`config.mk`:
```
export PLATFORM = sky130hd
export DESIGN_NAME = bfie_core
export DESIGN_NICKNAME = d
export VERILOG_FILES = /design/src/verilog/bfie_pkg.sv /design/src/verilog/bfie_core.sv /design/src/verilog/bfie_alu.sv
export SDC_FILE = /design/constraint.sdc
export NUM_CORES = 1
export LEC_CHECK = 0
export ABC_AREA = 1
export BUFFER_PORTS_ARGS = -buffer_cell sky130_fd_sc_hd__buf_2
export CAP_MARGIN = 40
export CORE_UTILIZATION = 38
export DETAILED_ROUTE_END_ITERATION = 7
export GPL_ROUTABILITY_DRIVEN = 0
export PLACE_DENSITY = 0.54
export SETUP_SLACK_MARGIN = 0.02
export SLEW_MARGIN = 20
export SYNTH_ARGS = -nofsm -noshare
export SYNTH_HDL_FRONTEND = slang
export SYNTH_SLANG_ARGS = --single-unit
```
`constraint.sdc`:
```
create_clock -name clock_i -period 3.1 [get_ports clock_i]
set_clock_uncertainty 0.2 [all_clocks]
set_input_delay 0.465 -clock clock_i [delete_from_list [all_inputs] [get_ports clock_i]]
set_output_delay 0.465 -clock clock_i [all_outputs]
set_load 0.1 [all_outputs]
```
`src/verilog/bfie_pkg.sv`:
```
// Package for the bit and flag instruction executor.
// Assumes one 25 MHz clock and a synchronous active-high reset.
package bfie_pkg;

  // ==========================================================================
  // Status register bit positions
  localparam int unsigned FLAG_C = 0;
  localparam int unsigned FLAG_Z = 1;
  localparam int unsigned FLAG_N = 2;
  localparam int unsigned FLAG_V = 3;
  localparam int unsigned FLAG_S = 4;
  localparam int unsigned FLAG_H = 5;
  localparam int unsigned FLAG_T = 6;
  localparam int unsigned FLAG_I = 7;

  // ==========================================================================
  // Reset values
  localparam logic [7:0] STATUS_RESET = 8'h00;
  localparam logic [7:0] REG_RESET = 8'h00;

  // ==========================================================================
  // Cycle counts per instruction
  localparam logic [1:0] CYC_ONE = 2'h1;
  localparam logic [1:0] CYC_TWO = 2'h2;
  localparam logic [1:0] CYC_THREE = 2'h3;

  // ==========================================================================
  // APB register map: byte offsets
  localparam logic [7:0] OFF_COMMAND = 8'h00;
  localparam logic [7:0] OFF_STATUS = 8'h04;
  localparam logic [7:0] OFF_STATE = 8'h08;
  localparam logic [7:0] OFF_WREG = 8'h0C;
  localparam logic [7:0] OFF_IOREG = 8'h10;
  localparam logic [7:0] OFF_PTR = 8'h14;
  localparam logic [7:0] OFF_EVENTS = 8'h18;

  // Command register field positions
  localparam int unsigned CMD_OP_LSB = 0;
  localparam int unsigned CMD_BIT_LSB = 8;
  localparam int unsigned CMD_REG_LSB = 12;

  // ==========================================================================
  // Operation codes
  typedef enum logic [3:0] {
    OP_NOP = 4'b0000,
    OP_IO_BIT_SET = 4'b0001,
    OP_IO_BIT_CLEAR = 4'b0010,
    OP_ROTATE_LEFT_CARRY = 4'b0011,
    OP_ROTATE_RIGHT_CARRY = 4'b0100,
    OP_BIT_TO_TRANSFER_FLAG = 4'b0101,
    OP_TRANSFER_FLAG_TO_BIT = 4'b0110,
    OP_SET_OVERFLOW_FLAG = 4'b0111,
    OP_CLEAR_OVERFLOW_FLAG = 4'b1000,
    OP_SET_HALF_CARRY_FLAG = 4'b1001,
    OP_CLEAR_HALF_CARRY_FLAG = 4'b1010,
    OP_SET_SIGN_FLAG = 4'b1011,
    OP_CLEAR_SIGN_FLAG = 4'b1100,
    OP_SLEEP = 4'b1101,
    OP_WATCHDOG_RESTART = 4'b1110,
    OP_PTR_TRANSFER = 4'b1111
  } bfie_op_t;

  // Execution length of each operation
  function automatic logic [1:0] op_cycles(input logic [3:0] op);
    case (op)
      OP_IO_BIT_SET, OP_IO_BIT_CLEAR, OP_PTR_TRANSFER: op_cycles = CYC_TWO;
      default: op_cycles = CYC_ONE;
    endcase
  endfunction

endpackage

```
`src/verilog/bfie_core.sv`:
```
// Executor for bit, rotate, flag, sleep and watchdog instructions.
// Assumes an APB master on the same clock; memory for pointer moves is modelled
// as a small local array.
//
// The implementer's own choices: the register addresses and the APB register port.
`timescale 1ns/1ps
module bfie_core (
  input wire logic clock_i,
  input wire logic rst_i,
  input wire logic psel_i,
  input wire logic penable_i,
  input wire logic pwrite_i,
  input wire logic [7:0] paddr_i,
  input wire logic [31:0] pwdata_i,
  output logic [31:0] prdata_o,
  output logic pready_o,
  output logic pslverr_o,
  input wire logic wake_i,
  output logic sleep_req_o,
  output logic wdog_restart_o,
  output logic busy_o
);

  // ==========================================================================
  // State
  typedef enum logic [1:0] {
    ST_IDLE = 2'b00,
    ST_EXEC = 2'b01
  } bfie_state_t;

  bfie_state_t state;
  logic [1:0] cyc_left;
  logic [3:0] op;
  logic [2:0] bit_sel;
  logic [1:0] reg_sel;
  logic [7:0] status;
  logic [7:0] wreg [4];
  logic [7:0] ioreg;
  logic [7:0] ptr;
  logic [7:0] dmem [16];
  logic [15:0] sleep_count;
  logic [15:0] wdog_count;
  logic [7:0] rot_res;
  logic [7:0] rot_stat;
  logic apb_wr;
  logic apb_rd;
  logic cmd_take;
  logic last_cyc;

  assign apb_wr = psel_i && penable_i && pwrite_i;
  assign apb_rd = psel_i && penable_i && !pwrite_i;
  assign cmd_take = apb_wr && (paddr_i == bfie_pkg::OFF_COMMAND) && (state == ST_IDLE);
  assign last_cyc = (state == ST_EXEC) && (cyc_left == bfie_pkg::CYC_ONE);

  bfie_alu u_alu (
    .operand_i(wreg[reg_sel]),
    .status_i(status),
    .left_i(op == bfie_pkg::OP_ROTATE_LEFT_CARRY),
    .result_o(rot_res),
    .status_o(rot_stat)
  );

  // ==========================================================================
  // Sequencer: takes a command, counts its cycles
  always_ff @(posedge clock_i) begin
    if (rst_i) begin
      state <= ST_IDLE;
      cyc_left <= 2'h0;
      op <= 4'h0;
      bit_sel <= 3'h0;
      reg_sel <= 2'h0;
    end else begin
      unique case (state)
        ST_IDLE: begin
          if (cmd_take) begin
            op <= pwdata_i[bfie_pkg::CMD_OP_LSB +: 4];
            bit_sel <= pwdata_i[bfie_pkg::CMD_BIT_LSB +: 3];
            reg_sel <= pwdata_i[bfie_pkg::CMD_REG_LSB +: 2];
            cyc_left <= bfie_pkg::op_cycles(pwdata_i[bfie_pkg::CMD_OP_LSB +: 4]);
            state <= ST_EXEC;
          end
        end
        ST_EXEC: begin
          cyc_left <= cyc_left - 2'h1;
          if (last_cyc) begin
            state <= ST_IDLE;
          end
        end
      endcase
    end
  end

  // ==========================================================================
  // Status flags: loaded by an APB write while idle, else changed only on the last cycle of the owning instruction
  always_ff @(posedge clock_i) begin
    if (rst_i) begin
      status <= bfie_pkg::STATUS_RESET;
    end else if (apb_wr && paddr_i == bfie_pkg::OFF_STATUS && state == ST_IDLE) begin
      status <= pwdata_i[7:0];
    end else if (last_cyc) begin
      case (op)
        bfie_pkg::OP_ROTATE_LEFT_CARRY, bfie_pkg::OP_ROTATE_RIGHT_CARRY:
          status <= rot_stat;
        bfie_pkg::OP_BIT_TO_TRANSFER_FLAG:
          status[bfie_pkg::FLAG_T] <= wreg[reg_sel][bit_sel];
        bfie_pkg::OP_SET_OVERFLOW_FLAG: status[bfie_pkg::FLAG_V] <= 1'b1;
        bfie_pkg::OP_CLEAR_OVERFLOW_FLAG: status[bfie_pkg::FLAG_V] <= 1'b0;
        bfie_pkg::OP_SET_HALF_CARRY_FLAG: status[bfie_pkg::FLAG_H] <= 1'b1;
        bfie_pkg::OP_CLEAR_HALF_CARRY_FLAG: status[bfie_pkg::FLAG_H] <= 1'b0;
        bfie_pkg::OP_SET_SIGN_FLAG: status[bfie_pkg::FLAG_S] <= 1'b1;
        bfie_pkg::OP_CLEAR_SIGN_FLAG: status[bfie_pkg::FLAG_S] <= 1'b0;
        default: status <= status;
      endcase
    end
  end

  // ==========================================================================
  // Working registers: rotate result, bit load, pointer load into the selected register
  always_ff @(posedge clock_i) begin
    if (rst_i) begin
      for (int i = 0; i < 4; i++) begin
        wreg[i] <= bfie_pkg::REG_RESET;
      end
    end else if (apb_wr && paddr_i == bfie_pkg::OFF_WREG && state == ST_IDLE) begin
      wreg[pwdata_i[9:8]] <= pwdata_i[7:0];
    end else if (last_cyc) begin
      case (op)
        bfie_pkg::OP_ROTATE_LEFT_CARRY, bfie_pkg::OP_ROTATE_RIGHT_CARRY:
          wreg[reg_sel] <= rot_res;
        bfie_pkg::OP_TRANSFER_FLAG_TO_BIT:
          wreg[reg_sel][bit_sel] <= status[bfie_pkg::FLAG_T];
        bfie_pkg::OP_PTR_TRANSFER:
          if (bit_sel[0] == 1'b0) begin
            wreg[reg_sel] <= dmem[ptr[3:0]];
          end
        default: wreg[reg_sel] <= wreg[reg_sel];
      endcase
    end
  end

  // ==========================================================================
  // I/O register and pointer register
  always_ff @(posedge clock_i) begin
    if (rst_i) begin
      ioreg <= bfie_pkg::REG_RESET;
      ptr <= bfie_pkg::REG_RESET;
    end else if (apb_wr && state == ST_IDLE && paddr_i == bfie_pkg::OFF_IOREG) begin
      ioreg <= pwdata_i[7:0];
    end else if (apb_wr && state == ST_IDLE && paddr_i == bfie_pkg::OFF_PTR) begin
      ptr <= pwdata_i[7:0];
    end else if (last_cyc && op == bfie_pkg::OP_IO_BIT_SET) begin
      ioreg[bit_sel] <= 1'b1;
    end else if (last_cyc && op == bfie_pkg::OP_IO_BIT_CLEAR) begin
      ioreg[bit_sel] <= 1'b0;
    end
  end

  // Store through pointer; no reset needed for memory contents
  always_ff @(posedge clock_i) begin
    if (last_cyc && op == bfie_pkg::OP_PTR_TRANSFER && bit_sel[0]) begin
      dmem[ptr[3:0]] <= wreg[reg_sel];
    end
  end

  // ==========================================================================
  // Sleep request held until wake; watchdog restart pulse
  always_ff @(posedge clock_i) begin
    if (rst_i) begin
      sleep_req_o <= 1'b0;
      wdog_restart_o <= 1'b0;
      sleep_count <= 16'h0000;
      wdog_count <= 16'h0000;
    end else begin
      wdog_restart_o <= last_cyc && op == bfie_pkg::OP_WATCHDOG_RESTART;
      if (last_cyc && op == bfie_pkg::OP_SLEEP) begin
        sleep_req_o <= 1'b1;
        sleep_count <= sleep_count + 16'h0001;
      end else if (wake_i) begin
        sleep_req_o <= 1'b0;
      end
      if (last_cyc && op == bfie_pkg::OP_WATCHDOG_RESTART) begin
        wdog_count <= wdog_count + 16'h0001;
      end
    end
  end

  // ==========================================================================
  // APB slave: zero wait states, error on unmapped address
  always_ff @(posedge clock_i) begin
    if (rst_i) begin
      prdata_o <= 32'h0000_0000;
      pready_o <= 1'b0;
      pslverr_o <= 1'b0;
      busy_o <= 1'b0;
    end else begin
      busy_o <= (state == ST_EXEC) ? !last_cyc : cmd_take;
      pready_o <= psel_i && !penable_i;
      pslverr_o <= 1'b0;
      if (psel_i && !penable_i) begin
        prdata_o <= 32'h0000_0000;
        case (paddr_i)
          bfie_pkg::OFF_COMMAND: prdata_o <= {16'h0000, 2'h0, reg_sel, 1'b0, bit_sel, 4'h0, op};
          bfie_pkg::OFF_STATUS: prdata_o <= {24'h00_0000, status};
          bfie_pkg::OFF_STATE: prdata_o <= {28'h000_0000, cyc_left, sleep_req_o, busy_o};
          bfie_pkg::OFF_WREG: prdata_o <= {wreg[3], wreg[2], wreg[1], wreg[0]};
          bfie_pkg::OFF_IOREG: prdata_o <= {24'h00_0000, ioreg};
          bfie_pkg::OFF_PTR: prdata_o <= {24'h00_0000, ptr};
          bfie_pkg::OFF_EVENTS: prdata_o <= {wdog_count, sleep_count};
          default: pslverr_o <= 1'b1;
        endcase
      end
    end
  end

  // ==========================================================================
  // Assertions
  // Status bit that an instruction may touch outside the rotates; all others hold
  function automatic logic [7:0] owned_flag(input logic [3:0] code);
    owned_flag = 8'h00;
    case (code)
      bfie_pkg::OP_BIT_TO_TRANSFER_FLAG: owned_flag[bfie_pkg::FLAG_T] = 1'b1;
      bfie_pkg::OP_SET_OVERFLOW_FLAG, bfie_pkg::OP_CLEAR_OVERFLOW_FLAG:
        owned_flag[bfie_pkg::FLAG_V] = 1'b1;
      bfie_pkg::OP_SET_HALF_CARRY_FLAG, bfie_pkg::OP_CLEAR_HALF_CARRY_FLAG:
        owned_flag[bfie_pkg::FLAG_H] = 1'b1;
      bfie_pkg::OP_SET_SIGN_FLAG, bfie_pkg::OP_CLEAR_SIGN_FLAG:
        owned_flag[bfie_pkg::FLAG_S] = 1'b1;
      default: owned_flag = 8'h00;
    endcase
  endfunction

  // Two-cycle ops land on the edge that ends their second execute cycle,
  // so the new value is first seen three edges after the take edge
  a_ioset_two_cycles: assert property (@(posedge clock_i) disable iff (rst_i)
    cmd_take && pwdata_i[3:0] == 4'b0001 |-> ##3 ioreg[bit_sel] && $stable(status))
    else $error("io bit set wrong");
  a_ioclr_two_cycles: assert property (@(posedge clock_i) disable iff (rst_i)
    cmd_take && pwdata_i[3:0] == 4'b0010 |-> ##3 !ioreg[bit_sel] && $stable(status))
    else $error("io bit clear wrong");
  a_rotl_carry: assert property (@(posedge clock_i) disable iff (rst_i)
    last_cyc && op == 4'b0011 |=> status[0] == $past(wreg[reg_sel][7]))
    else $error("rotate left carry wrong");
  a_rotr_carry: assert property (@(posedge clock_i) disable iff (rst_i)
    last_cyc && op == 4'b0100 |=> wreg[reg_sel][7] == $past(status[0]))
    else $error("rotate right wrong");
  a_tflag_copy: assert property (@(posedge clock_i) disable iff (rst_i)
    last_cyc && op == 4'b0101 |=> status[6] == $past(wreg[reg_sel][bit_sel]))
    else $error("bit to T wrong");
  a_tflag_load: assert property (@(posedge clock_i) disable iff (rst_i)
    last_cyc && op == 4'b0110 |=> $stable(status))
    else $error("bit load changed flags");
  a_ovf_set: assert property (@(posedge clock_i) disable iff (rst_i)
    last_cyc && op == 4'b0111 |=> status[3])
    else $error("overflow set wrong");
  a_ovf_clear: assert property (@(posedge clock_i) disable iff (rst_i)
    last_cyc && op == 4'b1000 |=> !status[3])
    else $error("overflow clear wrong");
  a_half_set: assert property (@(posedge clock_i) disable iff (rst_i)
    last_cyc && op == 4'b1001 |=> status[5])
    else $error("half carry set wrong");
  a_half_clear: assert property (@(posedge clock_i) disable iff (rst_i)
    last_cyc && op == 4'b1010 |=> !status[5])
    else $error("half carry clear wrong");
  a_sign_set: assert property (@(posedge clock_i) disable iff (rst_i)
    last_cyc && op == 4'b1011 |=> status[4])
    else $error("sign set wrong");
  a_sign_clear: assert property (@(posedge clock_i) disable iff (rst_i)
    last_cyc && op == 4'b1100 |=> !status[4])
    else $error("sign clear wrong");
  a_flag_others: assert property (@(posedge clock_i) disable iff (rst_i)
    last_cyc && op != 4'b0011 && op != 4'b0100 |=>
    ((status ^ $past(status)) & ~owned_flag($past(op))) == 8'h00)
    else $error("unowned status bit changed");
  a_sleep_issue: assert property (@(posedge clock_i) disable iff (rst_i)
    cmd_take && pwdata_i[3:0] == 4'b1101 |-> ##2 sleep_req_o)
    else $error("sleep not requested");
  a_wdog_pulse: assert property (@(posedge clock_i) disable iff (rst_i)
    cmd_take && pwdata_i[3:0] == 4'b1110 |-> ##2 wdog_restart_o ##1 !wdog_restart_o)
    else $error("watchdog pulse wrong");
  a_ptr_two: assert property (@(posedge clock_i) disable iff (rst_i)
    cmd_take && pwdata_i[3:0] == 4'b1111 |=> state == ST_EXEC ##1 state == ST_EXEC ##1
    state == ST_IDLE)
    else $error("pointer move length wrong");
  a_sleep_hold: assert property (@(posedge clock_i) disable iff (rst_i)
    sleep_req_o && !wake_i |=> sleep_req_o)
    else $error("sleep request dropped");

  // Bus handshake: ready stands in every access phase, for one cycle only
  a_access_ready: assert property (@(posedge clock_i) disable iff (rst_i)
    apb_wr || apb_rd |-> pready_o)
    else $error("access phase without ready");
  a_ready_single: assert property (@(posedge clock_i) disable iff (rst_i)
    pready_o |=> !pready_o)
    else $error("ready held too long");

endmodule

```
`src/verilog/bfie_alu.sv`:
```
// Combinational rotate and flag unit for the executor.
// Assumes the caller holds operands stable for the cycle it samples.
`timescale 1ns/1ps
module bfie_alu (
  input wire logic [7:0] operand_i,
  input wire logic [7:0] status_i,
  input wire logic left_i,
  output logic [7:0] result_o,
  output logic [7:0] status_o
);

  // ==========================================================================
  // Rotate through carry and flag update
  always_comb begin
    status_o = status_i;
    if (left_i) begin
      result_o = {operand_i[6:0], status_i[bfie_pkg::FLAG_C]};
      status_o[bfie_pkg::FLAG_C] = operand_i[7];
    end else begin
      result_o = {status_i[bfie_pkg::FLAG_C], operand_i[7:1]};
      status_o[bfie_pkg::FLAG_C] = operand_i[0];
    end
    status_o[bfie_pkg::FLAG_Z] = (result_o == 8'h00);
    status_o[bfie_pkg::FLAG_N] = result_o[7];
    status_o[bfie_pkg::FLAG_V] = result_o[7] ^ status_o[bfie_pkg::FLAG_C];
    status_o[bfie_pkg::FLAG_S] = status_o[bfie_pkg::FLAG_N] ^ status_o[bfie_pkg::FLAG_V];
  end

endmodule

```
==> summary.md <==
| Metric | Value |
|---|---|
| DRT antenna net count | `0` |
| Final wirelength | `38400 µm` |
| P_sw | `0.00165 W` |
| Drt first pass iters | `7` |
| Clock sinks | `271` |
| Switch share | `22.0%` |
| CP max stage delay | `0.56 ns` |
| Tmin final | `2.86 ns` |
| Worst path cell trace | `nand2_4, inv_2, nand2_2, nand2_2, nor2_1, nand3_2, nand4_2, buf_4, nand2_1, inv_1, a21oi_1, nor2_1` |
| Setup violators final | `0` |
| Die W | `189 µm` |
| Simple-Gate Fraction of Synth Area | `29.6%` |
| Mapped Area | `13300 µm²` |
| Core Util, Final | `44.3%` |
| Crit Path Max Fanout | `12` |
| Syn Nets | `1720` |
| Root buffer cell | `clkbuf_16` |
| Synth Register Bits | `271` |
| Crit-path slowest cell | `dfxtp_1` |
| H-tree Lvls | `1` |
| Cell area after placement | `14300 µm²` |
| Postcts setup bufs | `0` |
| Drt initial violations | `1252` |
| Die Ht | `189 µm` |
| First-pass GRT wire length | `59500 µm` |
| Post-CTS Resized | `0` |
| Mux share of post-synthesis cell area | `0%` |
| Syn Inst Count | `1671` |
| Register Area | `7030 µm²` |
| Pins Over Slew Limit | `0` |
| Worst-path clk slew | `0.06 ns` |
| Setup crit end kind | `register` |
| # DRC | `0` |
| Total GRT Usage | `21.5%` |
| Fin area | `15300 µm²` |
| Initial Util | `38.5%` |
| Internal power | `0.00588 W` |
| Layout cells sized above 1 | `11.5%` |
| Clock Path Buffers | `3` |
| Crit path DAT | `2.96 ns` |
| Complex-gate fraction of the synthesized area | `8.90%` |
| CP required | `3.20 ns` |
| Synth Area in Adders | `0.283%` |
| Worst-Skew Late Latency | `0.57 ns` |
| Detailed-route vias per instance | `5.11` |
| Sequential element share of the synthesized area | `53.0%` |
| Main synth FF type | `edfxtp_1` |
| Final Hold Fails | `0` |
| Count of cell types in the netlist | `48` |
| Total congestion overflow | `0` |
| Row cnt | `68` |
| Logic pwr share | `2.8%` |
| Die area | `35600 µm²` |
| Min-Delay Path Class | `input pin to register` |
| Largest family of logic cells by synthesized area | `simple AND/OR/NAND/NOR gates` |
| Largest net degree at the start of global routing | `75` |
| Status | `complete, no violations` |
| Synth async-reset ratio | `0%` |
| Peak supply drop | `0.358 mV` |
| Post-synthesis xor/xnor area fraction | `0.463%` |
| Slew headroom | `46.1%` |
| Fillers | `3433` |
| Drt wl/cell | `17.2 µm` |
| CP Launch Type | `register` |
| Crit path kind | `register to register` |
| Slew @ Worst Pin | `0.809 ns` |
| Mean Syn Cell Area | `7.93 µm²` |
| Synth warn | `0` |
| Initial antenna violation count | `0` |
| EDFF count, synth | `160` |
| RSZ-0062 raised after global routing | `false` |
| Maxcap violations | `0` |
| # port buffers | `63` |
| Hpwl dp | `27300 µm` |
| Clock buffer count from CTS | `30` |
| Clock power frac | `46.4%` |
| Ports | `83` |
| Multi-input logic area | `5200 µm²` |
| Fin crit share | `92.4%` |
| Max Fclk | `0.349 GHz` |
| CTS tree | `built` |
| Seq pwr share | `50.8%` |
| Core Region | `34500 µm²` |
| PD cells | `494 nW/µm²` |
| Layout net count | `1809` |
| Post-Route Setup TNS | `0 ns` |
| ANT cells | `0` |
| Vias in the first global route | `10572` |
| Leakage | `6.19 nW` |
| Syn-to-layout area delta | `15.2%` |
| Total number of vias | `11434` |
[state kept, by name, indices dropped and copies added, names as in the netlist, 2 cells and up, named ones only]
signal and count:
prdata_o 32, bit_sel 3, wdog_count 16, wreg 32
op 4, dmem 128, reg_sel 2, ptr 8
sleep_count 16, status 8, cyc_left 2
[routing by layer]
| layer | global-route usage, % | wire (µm) | vias to the layer above |
|---|---|---|---|
| li1 | - | - | 5657 |
| met2 | 34.5 | 17500 | 334 |
| met3 | 3.05 | 2280 | 82 |
| met5 | 0 | 0 | - |
| met4 | 6.36 | 1110 | 0 |
| met1 | 30.0 | 17500 | 5361 |
[cells in the mapped netlist (all sizes together) (2+ instances only)]
cell      n  area share [%]
ha        3            0.28
o21ai    83             3.1
o211ai   14            0.79
buf      21            0.94
dfxtp   111              17
and2      2           0.094
nor2    142             4.3
edfxtp  160              36
nand4    19            0.94
clkbuf   46             1.3
inv     190             5.4
a22o      3            0.20
nand3   184             7.1
or2       2           0.094
nor3b     7            0.51
nor4      3            0.14
o221ai    3            0.20
nor3     20            0.83
clkinv    3           0.085
o22ai     2           0.094
nand2   529              15
o21a      3            0.17
a21oi   101             3.8
o21bai    2            0.11
nand3b    4            0.23
xor2      7            0.46
[cell families (layout without fill, tap and decap cells)]
group	count (synthesis)	count (layout)
flip-flops	271	271
AO/OA/AOI/OAI	217	217
adder cells (fa/ha/maj)	3	3
buffers and inverters	260	373
XOR/XNOR	7	7
AND/OR/NAND/NOR	913	913
[per-stage QoR]
step           std cells  setup slack (ns)  hold slack [ns]  power [W]
6_report            2239             0.235           0.0198    0.00753
5_1_grt             2239             0.112           0.0206    0.00775
4_1_cts             2239             0.347          0.00498    0.00761
3_5_place_dp        2178             0.348            0.254    0.00411
3_3_place_gp        2178             0.391            0.251    0.00411
2_1_floorplan       1671             0.861            0.239    0.00401
[timing repair]
action	4_1_cts	5_1_grt
hold buffers	5	0
endpoints found under the hold margin	5	0
endpoints found under the setup margin	0	0
[final cells by class]
cell class,instances,area share [%]
sequential,271,46.0
inverter,193,4.76
clock inverter,23,1.27
clock buffer,33,4.99
timing repair buffer,124,5.15
multi-input combinational,1140,34.1
tap,455,3.73
[power by group through the flow]
| stage | clock network [W] | logic [W] | registers (W) |
|---|---|---|---|
| floorplan | 0 | 0.000111 | 0.00390 |
| global placement | 0 | 0.000203 | 0.00390 |
| detailed placement | 0 | 0.000206 | 0.00390 |
| CTS | 0.00357 | 0.000212 | 0.00383 |
| global route | 0.00369 | 0.000232 | 0.00382 |
| finish | 0.00350 | 0.000212 | 0.00383 |
[path summary, 6_finish.rpt]
path,start,slack (ns),to,cells after the start
worst min register to register,prdata_o[14]$_SDFFE_PP0P_,0.26,prdata_o[14]$_SDFFE_PP0P_,2
worst max register to register,op[1]$_SDFFE_PP0P_,0.24,wreg[0][7]$_SDFFCE_PN0P_,12
worst max-delay path,op[1]$_SDFFE_PP0P_,0.24,wreg[0][7]$_SDFFCE_PN0P_,12
worst min-delay path,pwdata_i[4],0.02,ptr[4]$_SDFFE_PP0P_,3
[critical path: cells and delay by family (launching register included)]
family	cells	cell delay, ns
buffers and inverters	3	0.36
AOI/OAI and AO/OA	1	0.41
DFF	1	0.56
and+or+nand+nor	8	1.08
[layout by cell type (no fill, tap or decap), types with 2 or more instances in the layout]
master,n
dfxtp_1,110
a22o_1,3
nand3b_1,4
clkinv_2,9
nand2_4,3
or2_2,2
nor3b_2,3
clkbuf_16,30
buf_4,56
nor3b_1,4
nor4_1,3
nand3_1,181
a21oi_1,101
clkinv_1,12
o21ai_0,82
nand4_1,18
dlygate4sd3_1,5
bufinv_16,3
nand2_2,9
nand2_1,517
ha_1,3
o21a_1,3
o22ai_1,2
inv_2,7
nor2_4,3
o211ai_1,14
and2_1,2
xor2_1,7
inv_1,182
nor2_2,7
nor2_1,132
nor3_1,18
buf_2,63
o221ai_1,3
clkbuf_1,3
nor3_2,2
edfxtp_1,160
nand3_2,3
o21bai_1,2
(Power assumes the default switching activity.)
